==> src/hw/actc_pkg.sv <==
`default_nettype none
// ----------------------------------------
// Auxiliary channel threshold constants
// ----------------------------------------
package actc_pkg;
    // Register addresses
    localparam logic [7:0] ADDR_ADC_CONTROL      = 8'h3c;
    localparam logic [7:0] ADDR_TEMPERATURE_CTRL = 8'h3d;
    localparam logic [7:0] ADDR_ACT_THR_UPPER    = 8'h3e;
    localparam logic [7:0] ADDR_ACT_THR_LOWER    = 8'h3f;
    localparam logic [7:0] ADDR_INACT_THR_UPPER  = 8'h40;
    localparam logic [7:0] ADDR_INACT_THR_LOWER  = 8'h41;
    localparam logic [7:0] ADDR_AUX_TIMER        = 8'h42;
    // Reset values
    localparam logic [7:0] RST_ADC_CONTROL       = 8'hc0;
    localparam logic [7:0] RST_ZERO              = 8'h00;
    // Writable bit masks
    localparam logic [7:0] MASK_CONTROL          = 8'hcf;
    localparam logic [7:0] MASK_TEMP_CONTROL     = 8'h0f;
    localparam logic [7:0] MASK_THR_UPPER        = 8'h7f;
    localparam logic [7:0] MASK_THR_LOWER        = 8'hfc;
    localparam logic [7:0] MASK_TIMER            = 8'hff;
    // Field positions
    localparam int BIT_INACT_EN   = 3;
    localparam int BIT_ACT_EN     = 1;
    localparam int BIT_CONV_EN    = 0;
    localparam int FMT_MSB        = 7;
    localparam int FMT_LSB        = 6;
    // Read-out format codes
    localparam logic [1:0] FMT_STD12_ID = 2'h0;
    localparam logic [1:0] FMT_8BIT     = 2'h1;
    localparam logic [1:0] FMT_12BIT    = 2'h2;
    localparam logic [1:0] FMT_14_ID    = 2'h3;
    // Channel identifiers in the read-out word
    localparam logic [1:0] CHAN_ID_AUX  = 2'h3;
endpackage
`default_nettype wire

==> src/hw/actc_aux_threshold.sv <==
`default_nettype none
module actc_aux_threshold
    import actc_pkg::*;
#(
    parameter int SAMPLE_W = 14,  // Signed sample width
    parameter int THRESH_W = 13   // Unsigned threshold width
) (
    input  wire logic                clk,           // Sample clock
    input  wire logic                reset,         // Async, active high
    input  wire logic                reg_wr,        // Register write strobe
    input  wire logic                reg_rd,        // Register read strobe
    input  wire logic [7:0]          reg_addr,      // Register address
    input  wire logic [7:0]          reg_wdata,     // Write data
    output logic      [7:0]          reg_rdata,     // Read data, registered
    input  wire logic                sample_tick,   // One pulse per output data rate
    input  wire logic [SAMPLE_W-1:0] aux_sample,    // Signed sample, valid on tick
    input  wire logic                fifo_rd,       // FIFO word read request
    input  wire logic [SAMPLE_W-1:0] fifo_word,     // Stored 14-bit word
    output logic      [15:0]         fifo_out,      // Formatted read-out word
    output logic                     temp_conv_en,  // Temperature conversion active
    output logic                     ext_conv_en,   // External converter active
    output logic                     temp_conv_req, // Temperature conversion pulse
    output logic                     aux_store,     // Store full sample pulse
    output logic      [SAMPLE_W-1:0] aux_store_data,// Full-width stored sample
    output logic                     activity_evt,  // Activity event pulse
    output logic                     inactivity_evt // Inactivity event pulse
);
    if (SAMPLE_W != 14 || THRESH_W != 13) begin : g_width_check
        $error("actc_aux_threshold supports only 14-bit samples, 13-bit thresholds");
    end

    // ----------------------------------------
    // Register file
    // ----------------------------------------
    logic [7:0] adc_control;                    // Format and external enables
    logic [7:0] temperature_control;            // Thermal enables
    logic [7:0] aux_activity_threshold_upper;   // High threshold [12:6]
    logic [7:0] aux_activity_threshold_lower;   // High threshold [5:0]
    logic [7:0] aux_inactivity_threshold_upper; // Low threshold [12:6]
    logic [7:0] aux_inactivity_threshold_lower; // Low threshold [5:0]
    logic [7:0] aux_timer;                      // Sample counts
    logic [7:0] next_adc_control;
    logic [7:0] next_temperature_control;
    logic [7:0] next_act_upper;
    logic [7:0] next_act_lower;
    logic [7:0] next_inact_upper;
    logic [7:0] next_inact_lower;
    logic [7:0] next_aux_timer;
    logic [7:0] next_reg_rdata;
    // Write decode with masks and read mux
    always_comb begin
        next_adc_control         = adc_control;
        next_temperature_control = temperature_control;
        next_act_upper           = aux_activity_threshold_upper;
        next_act_lower           = aux_activity_threshold_lower;
        next_inact_upper         = aux_inactivity_threshold_upper;
        next_inact_lower         = aux_inactivity_threshold_lower;
        next_aux_timer           = aux_timer;
        next_reg_rdata           = reg_rdata;
        if (reg_wr) begin
            case (reg_addr)
                // Reserved bits dropped on write
                ADDR_ADC_CONTROL:      next_adc_control = reg_wdata & MASK_CONTROL;
                ADDR_TEMPERATURE_CTRL: next_temperature_control = reg_wdata & MASK_TEMP_CONTROL;
                ADDR_ACT_THR_UPPER:    next_act_upper = reg_wdata & MASK_THR_UPPER;
                ADDR_ACT_THR_LOWER:    next_act_lower = reg_wdata & MASK_THR_LOWER;
                ADDR_INACT_THR_UPPER:  next_inact_upper = reg_wdata & MASK_THR_UPPER;
                ADDR_INACT_THR_LOWER:  next_inact_lower = reg_wdata & MASK_THR_LOWER;
                ADDR_AUX_TIMER:        next_aux_timer = reg_wdata & MASK_TIMER;
                default: ;              // Unmapped writes ignored
            endcase
        end
        if (reg_rd) begin
            case (reg_addr)
                ADDR_ADC_CONTROL:      next_reg_rdata = adc_control;
                ADDR_TEMPERATURE_CTRL: next_reg_rdata = temperature_control;
                ADDR_ACT_THR_UPPER:    next_reg_rdata = aux_activity_threshold_upper;
                ADDR_ACT_THR_LOWER:    next_reg_rdata = aux_activity_threshold_lower;
                ADDR_INACT_THR_UPPER:  next_reg_rdata = aux_inactivity_threshold_upper;
                ADDR_INACT_THR_LOWER:  next_reg_rdata = aux_inactivity_threshold_lower;
                ADDR_AUX_TIMER:        next_reg_rdata = aux_timer;
                default:               next_reg_rdata = RST_ZERO; // Unmapped reads zero
            endcase
        end
    end
    // Register storage
    always_ff @(posedge clk or posedge reset) begin
        if (reset) begin
            adc_control                    <= RST_ADC_CONTROL;
            temperature_control            <= RST_ZERO;
            aux_activity_threshold_upper   <= RST_ZERO;
            aux_activity_threshold_lower   <= RST_ZERO;
            aux_inactivity_threshold_upper <= RST_ZERO;
            aux_inactivity_threshold_lower <= RST_ZERO;
            aux_timer                      <= RST_ZERO;
            reg_rdata                      <= RST_ZERO;
        end else begin
            adc_control                    <= next_adc_control;
            temperature_control            <= next_temperature_control;
            aux_activity_threshold_upper   <= next_act_upper;
            aux_activity_threshold_lower   <= next_act_lower;
            aux_inactivity_threshold_upper <= next_inact_upper;
            aux_inactivity_threshold_lower <= next_inact_lower;
            aux_timer                      <= next_aux_timer;
            reg_rdata                      <= next_reg_rdata;
        end
    end
    // ----------------------------------------
    // Channel selection and compare
    // ----------------------------------------
    logic                temp_on;       // Thermal conversion requested
    logic                ext_on;        // External converter effective
    logic                act_on;        // Activity check armed
    logic                inact_on;      // Inactivity check armed
    logic [THRESH_W-1:0] act_thresh;    // Assembled high threshold
    logic [THRESH_W-1:0] inact_thresh;  // Assembled low threshold
    logic [SAMPLE_W-1:0] magnitude;     // Absolute sample value
    logic                above;         // Over high threshold
    logic                below;         // Under low threshold
    // Enables, assembled thresholds and magnitude compare
    always_comb begin
        temp_on  = temperature_control[BIT_CONV_EN];
        ext_on   = adc_control[BIT_CONV_EN] & ~temp_on;
        // Enables follow the channel in use
        act_on   = temp_on ? temperature_control[BIT_ACT_EN]
                           : (ext_on & adc_control[BIT_ACT_EN]);
        inact_on = temp_on ? temperature_control[BIT_INACT_EN]
                           : (ext_on & adc_control[BIT_INACT_EN]);
        act_thresh   = {aux_activity_threshold_upper[6:0],
                        aux_activity_threshold_lower[7:2]};
        inact_thresh = {aux_inactivity_threshold_upper[6:0],
                        aux_inactivity_threshold_lower[7:2]};
        magnitude = aux_sample[SAMPLE_W-1] ? SAMPLE_W'(-aux_sample) : aux_sample;
        // Raw code compare, no scaling
        above = magnitude > {1'b0, act_thresh};
        below = magnitude < {1'b0, inact_thresh};
    end

    // ----------------------------------------
    // Consecutive sample counters
    // ----------------------------------------
    logic [3:0] act_cnt;
    logic [3:0] inact_cnt;
    logic [3:0] next_act_cnt;
    logic [3:0] next_inact_cnt;
    logic       next_act_evt;
    logic       next_inact_evt;
    logic       next_store;
    logic       next_temp_req;
    logic [SAMPLE_W-1:0] next_store_data;
    logic [15:0] next_fifo_out;
    // Run lengths, sample store and read-out format
    always_comb begin
        next_act_cnt    = act_cnt;
        next_inact_cnt  = inact_cnt;
        next_act_evt    = 1'b0;
        next_inact_evt  = 1'b0;
        next_store      = 1'b0;
        next_temp_req   = 1'b0;
        next_store_data = aux_store_data;
        if (!act_on)
            next_act_cnt = 4'h0;
        if (!inact_on)
            next_inact_cnt = 4'h0;
        if (sample_tick) begin
            next_temp_req = temp_on;
            if (temp_on || ext_on) begin
                next_store      = 1'b1;
                next_store_data = aux_sample;
            end
            // Activity run length
            if (act_on) begin
                if (!above)
                    next_act_cnt = 4'h0;
                else if (act_cnt >= aux_timer[3:0]) begin
                    next_act_evt = 1'b1;
                    next_act_cnt = 4'h0;
                end else
                    next_act_cnt = act_cnt + 4'h1;
            end
            // Inactivity run length
            if (inact_on) begin
                if (!below)
                    next_inact_cnt = 4'h0;
                else if (inact_cnt >= aux_timer[7:4]) begin
                    next_inact_evt = 1'b1;
                    next_inact_cnt = 4'h0;
                end else
                    next_inact_cnt = inact_cnt + 4'h1;
            end
        end
        // Read-out formatting of stored word
        next_fifo_out = fifo_out;
        if (fifo_rd) begin
            case (adc_control[FMT_MSB:FMT_LSB])
                FMT_STD12_ID: next_fifo_out = {CHAN_ID_AUX, 2'h0, fifo_word[13:2]};
                FMT_8BIT:     next_fifo_out = {8'h00, fifo_word[13:6]};
                FMT_12BIT:    next_fifo_out = {4'h0, fifo_word[13:2]};
                FMT_14_ID:    next_fifo_out = {CHAN_ID_AUX, fifo_word};
                default:      next_fifo_out = 16'h0000;
            endcase
        end
    end
    // Counter and output registers
    always_ff @(posedge clk or posedge reset) begin
        if (reset) begin
            act_cnt        <= 4'h0;
            inact_cnt      <= 4'h0;
            activity_evt   <= 1'b0;
            inactivity_evt <= 1'b0;
            aux_store      <= 1'b0;
            aux_store_data <= '0;
            temp_conv_req  <= 1'b0;
            temp_conv_en   <= 1'b0;
            ext_conv_en    <= 1'b0;
            fifo_out       <= 16'h0000;
        end else begin
            act_cnt        <= next_act_cnt;
            inact_cnt      <= next_inact_cnt;
            activity_evt   <= next_act_evt;
            inactivity_evt <= next_inact_evt;
            aux_store      <= next_store;
            aux_store_data <= next_store_data;
            temp_conv_req  <= next_temp_req;
            temp_conv_en   <= temp_on;
            ext_conv_en    <= ext_on;
            fifo_out       <= next_fifo_out;
        end
    end

    // ----------------------------------------
    // Checks
    // ----------------------------------------
    property p_ext_block;
        @(posedge clk) disable iff (reset) temp_conv_en |-> !ext_conv_en;
    endproperty
    a_ext_block: assert property (p_ext_block) else $error("ext enabled with temp");
    property p_reset_ctl;
        @(posedge clk) $fell(reset) |-> adc_control == 8'hc0;
    endproperty
    a_reset_ctl: assert property (p_reset_ctl) else $error("control reset wrong");
    property p_rsvd;
        @(posedge clk) disable iff (reset)
            adc_control[5:4] == 2'h0 && temperature_control[7:4] == 4'h0
            && aux_activity_threshold_lower[1:0] == 2'h0;
    endproperty
    a_rsvd: assert property (p_rsvd) else $error("reserved bit set");
    property p_temp_req;
        @(posedge clk) disable iff (reset) sample_tick && temp_on |=> temp_conv_req;
    endproperty
    a_temp_req: assert property (p_temp_req) else $error("no temp conversion");
    property p_fmt8;
        @(posedge clk) disable iff (reset)
            fifo_rd && adc_control[7:6] == 2'h1 |=> fifo_out == {8'h00, $past(fifo_word[13:6])};
    endproperty
    a_fmt8: assert property (p_fmt8) else $error("8-bit format wrong");
    property p_fmt14;
        @(posedge clk) disable iff (reset)
            fifo_rd && adc_control[7:6] == 2'h3 |=> fifo_out[13:0] == $past(fifo_word);
    endproperty
    a_fmt14: assert property (p_fmt14) else $error("14-bit format wrong");
    property p_store;
        @(posedge clk) disable iff (reset)
            sample_tick && (temp_on || ext_on)
            |=> aux_store && aux_store_data == $past(aux_sample);
    endproperty
    a_store: assert property (p_store) else $error("sample not stored");
    property p_act_cause;
        @(posedge clk) disable iff (reset)
            activity_evt |-> $past(above) && $past(sample_tick) && $past(act_on);
    endproperty
    a_act_cause: assert property (p_act_cause) else $error("bad activity event");
    property p_inact_cause;
        @(posedge clk) disable iff (reset)
            inactivity_evt |-> $past(below) && $past(sample_tick) && $past(inact_on);
    endproperty
    a_inact_cause: assert property (p_inact_cause) else $error("bad inactivity");
    c_act:   cover property (@(posedge clk) disable iff (reset) activity_evt);
    c_inact: cover property (@(posedge clk) disable iff (reset) inactivity_evt);
    c_both:  cover property (@(posedge clk) disable iff (reset)
                 adc_control[0] && temperature_control[0]);
endmodule
`default_nettype wire

==> config.mk <==
export PLATFORM = sky130hd
export DESIGN_NAME = actc_aux_threshold
export DESIGN_NICKNAME = d
export VERILOG_FILES = /design/src/hw/actc_pkg.sv /design/src/hw/actc_aux_threshold.sv
export SDC_FILE = /design/constraint.sdc
export NUM_CORES = 1
export LEC_CHECK = 0
export BUFFER_PORTS_ARGS = -buffer_cell sky130_fd_sc_hd__buf_4
export CAP_MARGIN = 20
export CORE_AREA = 2 2 91 114
export CTS_BUF_LIST = sky130_fd_sc_hd__clkbuf_16
export DETAILED_ROUTE_END_ITERATION = 8
export DIE_AREA = 0 0 93 116
export PLACE_DENSITY_LB_ADDON = 0.25
export SKIP_LAST_GASP = 1
export SYNTH_ARGS = -nofsm -noshare
export SYNTH_HDL_FRONTEND = slang
export SYNTH_SLANG_ARGS = --single-unit
==> constraint.sdc <==
create_clock -name clk -period 3.2 [get_ports clk]
set_input_delay 0.32 -clock clk [delete_from_list [all_inputs] [get_ports clk]]
set_output_delay 0.32 -clock clk [all_outputs]
set_load 0.02 [all_outputs]
* Word-level counts from Yosys, hierarchy flattened
Cells that the tools add are included.
Storage, ports and cells: register bits 96, input port bits 50, word-level logic and storage cells 75, output and inout bits 44
Operators by class: equal/unequal tests 10, magnitude comparators 4, multiplexer cells 26, bitwise gates (word level) 4, add/subtract/negate cells 3, reductions and logical operators 10
Operator list (number):
- 16-bit case mux with 4 select lines | 1
- 8-bit case mux with 7 select lines | 1
- 4-bit two-way mux | 10
- 8-bit by 6-bit equality test with 1-bit output (second input constant) | 4
- 8-bit by 7-bit equality test with 1-bit output (second input constant) | 3
- 2-bit AND reduction | 8
- 14-bit by 13-bit greater-than comparator with 1-bit output | 1
- 14-bit by 13-bit less-than comparator with 1-bit output | 1
- 14-bit two-way mux | 1
- 14-bit negator | 1
- 1-bit two-way mux | 13
- 4-bit by 1-bit adder with 4-bit output (second input constant) | 2
- 4-bit >= comparator | 2
- 2-bit equality test (second input constant) | 2
- 1-bit bitwise AND | 3
- 2-bit by 1-bit equality test with 1-bit output (second input constant) | 1
- 2-bit zero test | 1
- 1-bit logical OR | 1
- 1-bit NOT | 1

* Longest topological paths before layout
depth after elaboration 7, depth in mapped cells 12, mapped depth without buffers 12

* Worst setup path before layout
OpenSTA, ideal clock, no wires.
path kind input to register, from input aux_sample[9], to register inactivity_evt, library setup time 0.105 ns, path slack 0.222 ns, buffers on the path 0, required time 3.095 ns, arrival 2.872 ns, stages on the path 10, cells stage by stage or4_4 > or3_4 > o21ai_0 > xnor2_1 > ha_1 > nand3_1 > nor2_1 > a221oi_1 > nand2_1 > nor4b_1
On the way: cells in the longest elaborated chain, start to end 6
Ends and longest elaborated chain:
- from (decl) | line actc_aux_threshold.sv:16 | input wire logic [SAMPLE_W-1:0] aux_sample,
- 14-bit negator | line actc_aux_threshold.sv:133 | magnitude = aux_sample[SAMPLE_W-1] ? SAMPLE_W'(-aux_sample) : aux_sample;
- 14-bit two-way mux * | line actc_aux_threshold.sv:133
- 14-bit by 13-bit less-than comparator with 1-bit output * | line actc_aux_threshold.sv:136 | below = magnitude < {1'b0, inact_thresh};
- 1-bit two-way mux * | line actc_aux_threshold.sv:183 | if (!below)
- 1-bit two-way mux * | line actc_aux_threshold.sv:182 | if (inact_on) begin
- 1-bit two-way mux * | line actc_aux_threshold.sv:165 | if (sample_tick) begin
- via next_inact_evt | line actc_aux_threshold.sv:147 | logic next_inact_evt;
- to (signal assigned) | line actc_aux_threshold.sv:221 | inactivity_evt <= next_inact_evt;
- to (decl) | line actc_aux_threshold.sv:26 | output logic inactivity_evt
Mark *: on every way through the listed nets, which the timed path passes. The rest lies on a longest branch. A chain may end at the register's enable or synchronous reset.

* Worst setup path in the final report
from input aux_sample[9], to register act_cnt[2]
On the way: cells in the longest elaborated chain, start to end 6
Ends and longest elaborated chain:
- 14-bit negator | line actc_aux_threshold.sv:133
- 14-bit two-way mux * | line actc_aux_threshold.sv:133
- 14-bit by 13-bit greater-than comparator with 1-bit output * | line actc_aux_threshold.sv:135 | above = magnitude > {1'b0, act_thresh};
- 4-bit two-way mux * | line actc_aux_threshold.sv:173 | if (!above)
- 4-bit two-way mux * | line actc_aux_threshold.sv:172 | if (act_on) begin
- 4-bit two-way mux * | line actc_aux_threshold.sv:165
- via next_act_cnt[2] | line actc_aux_threshold.sv:144 | logic [3:0] next_act_cnt;
- to (signal assigned) | line actc_aux_threshold.sv:218 | act_cnt <= next_act_cnt;
- to (decl) | line actc_aux_threshold.sv:142 | logic [3:0] act_cnt;
Marks and branches as above.

==> results_dict.tcl <==
set metrics [dict create \
    r2r_cells 9 \
    synthesis.nets 622 \
    ff2ff_setup_slack_ps 880 \
    cts_buffers 9 \
    dp_hpwl_um 9650 \
    first_global_vias 4248 \
    setup_viol 0 \
    dieHeight_um 116 \
    post_cts_resize_count 0 \
    grt_pass1_wl_um 21000 \
    setup_ws_ps 193 \
    routed_wl_um 12800 \
    clock.fmax_mhz 333 \
    area_growth_pct 22.5 \
    hp-class "in2async" \
    r2r_end "inact_cnt[2]" \
    grt.total_usage 0.250 \
    power.density_nw_per_um2 505 \
    syn_inst 532 \
    nNetsFinal 717 \
    required_ps 3440 \
    cts_root_buf "clkbuf_16" \
    rows 40 \
    status "completed" \
    cp-startpoint "aux_sample[9]" \
    io_buffers 93 \
    min_period_ps 3010 \
    power_leakage_nw 3.06 \
    cts_tree "built" \
    critPathMaxStageDelay_ps 530 \
    wl_per_cell_um 16.9 \
    viasPerCell 5.72 \
    place_area_um2 6270 \
    synthArstFlopShare 1.00 \
    tightest_slew_ps 888 \
    p_seq_frac 0.417 \
    core_area_um2 9610 \
    grt_max_degree 52 \
    clock_skew_ps 7.84 \
    yosys_most_used_dff "dfrtp_1" \
    num_vias 4336 \
    yosysSeqAreaShare 0.441 \
    htreeDepth 3 \
    yosysWarnings 0 \
    io_pins 94 \
    clkLatencyLatePin_ps 350 \
    synth_cell_type_count 51 \
    syn_area_um2 5390 \
    hold_viol_final 0 \
    clock_sinks 95 \
    path_clk_slew_ps 70 \
    die_x_um 93 \
    whs_ps 136 \
    dieArea_um2 10800 \
    switching_share 0.277 \
    pre_cts_ws_ps -179 \
    p_int_mw 2.42 \
    drive_gt1_frac 0.291 \
    num_antenna_cells 0 \
    critPathMaxFanout 4 \
    fin_crit_sh 0.940 \
    rr_startpoint "aux_inactivity_threshold_lower[4]" \
    cp_cell_sequence "buf_4, or4_4, or3_4, o21ai_0, xnor2_1, ha_1, nand3_1, nor3_1, o31ai_1, a21oi_1, o21ai_2, a2111oi_2" \
    grt_remaining_overflow 0 \
    relSlewSlack 0.407 \
    design_area_um2 6610 \
    start_util 0.561 \
    ctsHoldBuffers 0 \
    drtIter0Drc 316 \
    drc 0 \
    cts_setup_buffers 0 \
    power_frac_clock 0.364 \
    finalPower_mw 3.34 \
    syn_area_per_cell_um2 10.1 \
    worst_setup_path_end_kind "register" \
    p_sw_mw 0.924 \
    peakVddDrop_v 0.000376 \
    comb_power_share 0.218 \
    gp_congestion 0.855 \
    synth-seq-cells 95 \
    ant_nets 0 \
    slowest_stage "or4_4" \
    cap_violations 0 \
    antenna_found_initial 0 \
    rsz0062_at_grt "no" \
    worstSetupPathType "in2reg" \
    cp-start-kind "input pin" \
    drtPass1Iterations 5 \
    synth-edff-count 0 \
    crit_arrival_ps 3250 \
    cts_max_path_buffers 2 \
    maxSlewViolCount 0 \
]
[cell usage after synthesis (3+ instances only)]
library cell / n / share of area
nand4_1: 9 / 0.010
a21o_1: 9 / 0.013
o22ai_1: 6 / 0.0070
a31oi_1: 3 / 0.0035
and2_1: 4 / 0.0046
nor4b_1: 3 / 0.0049
nand2b_1: 11 / 0.013
nor2_1: 34 / 0.024
ha_1: 40 / 0.093
dfrtp_1: 93 / 0.43
a21oi_1: 36 / 0.033
mux2_2: 49 / 0.10
a22oi_1: 17 / 0.024
o21ai_0: 28 / 0.026
nor2b_1: 7 / 0.0081
nand3_1: 10 / 0.0093
a221oi_1: 3 / 0.0049
o31ai_1: 5 / 0.0070
mux2i_1: 6 / 0.011
inv_1: 48 / 0.033
and3_1: 3 / 0.0035
xnor2_1: 11 / 0.018
nand2_1: 39 / 0.027
clkbuf_1: 20 / 0.014
[metrics by stage]
| step | cells | setup TNS [ps] | utilization |
|---|---|---|---|
| 2_1_floorplan | 532 | 0 | - |
| 3_3_place_gp | 742 | -49.9 | 0.653 |
| 3_5_place_dp | 742 | -469 | 0.653 |
| 4_1_cts | 758 | 0 | 0.688 |
| 5_1_grt | 758 | 0 | 0.688 |
| 6_report | 758 | 0 | 0.688 |
[per-layer routing]
metal  part of all wire  GRT usage  vias to the layer above
li1                   -          -                     2087
met1               0.41      0.309                     2073
met2               0.51      0.440                      156
met3              0.057     0.0436                       20
met4              0.022     0.0961                        0
met5                  0          0                        -
[critical path: cells and delay by family]
| family | cells | cell delay [ps] |
|---|---|---|
| AND/OR/NAND/NOR | 4 | 1200 |
| XOR/XNOR | 1 | 120 |
| buffers and inverters | 1 | 120 |
| AO/OA/AOI/OAI | 5 | 1170 |
| adder cells (fa/ha/maj) | 1 | 330 |
[layout by cell type, fill, tap and decap left out, types with 4 or more instances in the layout]
cell       Yosys  layout
nand2b_1      11      11
o22ai_1        6       6
nand3_1       10      10
buf_4          1     105
a21oi_1       36      36
o21ai_0       28      28
nand2_1       39      39
o31ai_1        5       5
and2_1         4       4
clkbuf_16      0       9
inv_1         48      47
a21o_1         9       9
nor2b_1        7       7
xnor2_1       11      11
nand4_1        9       9
mux2_2        49      49
a22oi_1       17      17
dfrtp_1       93      93
mux2i_1        6       6
ha_1          40      40
nor2_1        34      34
[final cells by class]
type | count | area, um2
timing repair buffer | 106 | 808
inverter | 48 | 181
clock inverter | 7 | 111
multi-input combinational | 367 | 2750
sequential | 95 | 2380
clock buffer | 9 | 225
tap | 126 | 158
fill | 788 | 3000
[state kept, by name, indices dropped and copies added (netlist names)]
signal / cells
act_cnt: 4
activity_evt: 1
adc_control: 6
aux_activity_threshold_lower: 6
aux_activity_threshold_upper: 7
aux_inactivity_threshold_lower: 6
aux_inactivity_threshold_upper: 7
aux_store: 1
aux_store_data: 14
aux_timer: 8
ext_conv_en: 1
fifo_out: 15
inact_cnt: 4
inactivity_evt: 1
reg_rdata: 8
temp_conv_en: 1
temp_conv_req: 1
temperature_control: 4
[worst max path at each step]
| stage | slack [ps] | cells after the start | end |
|---|---|---|---|
| after floorplan | 220 | 10 | inactivity_evt |
| after global placement | -30 | 12 | act_cnt[2] |
| after detailed placement | -180 | 12 | act_cnt[2] |
| after CTS | 180 | 12 | act_cnt[2] |
| after global routing | 60 | 12 | act_cnt[2] |
| final | 190 | 12 | act_cnt[2] |
[cell families (layout without fill, tap and decap cells)]
| kind of cell | after synthesis | after routing | share of synthesized area |
|---|---|---|---|
| AO/OA/AOI/OAI | 126 | 126 | 0.150 |
| XOR/XNOR | 11 | 11 | 0.0179 |
| adder cells (fa/ha/maj) | 40 | 40 | 0.0928 |
| buffers and inverters | 70 | 170 | 0.0496 |
| flip-flops | 95 | 95 | 0.441 |
| multiplexers | 57 | 57 | 0.122 |
| AND/OR/NAND/NOR | 133 | 133 | 0.127 |
[power groups by stage]
stage,registers (mW),clock network [mW],logic (mW)
6_report,1.39,1.22,0.729
3_3_place_gp,1.41,0,0.708
4_1_cts,1.39,1.23,0.736
5_1_grt,1.41,1.28,0.796
2_1_floorplan,1.51,0,0.311
3_5_place_dp,1.41,0,0.729
(Power assumes the default switching activity.)
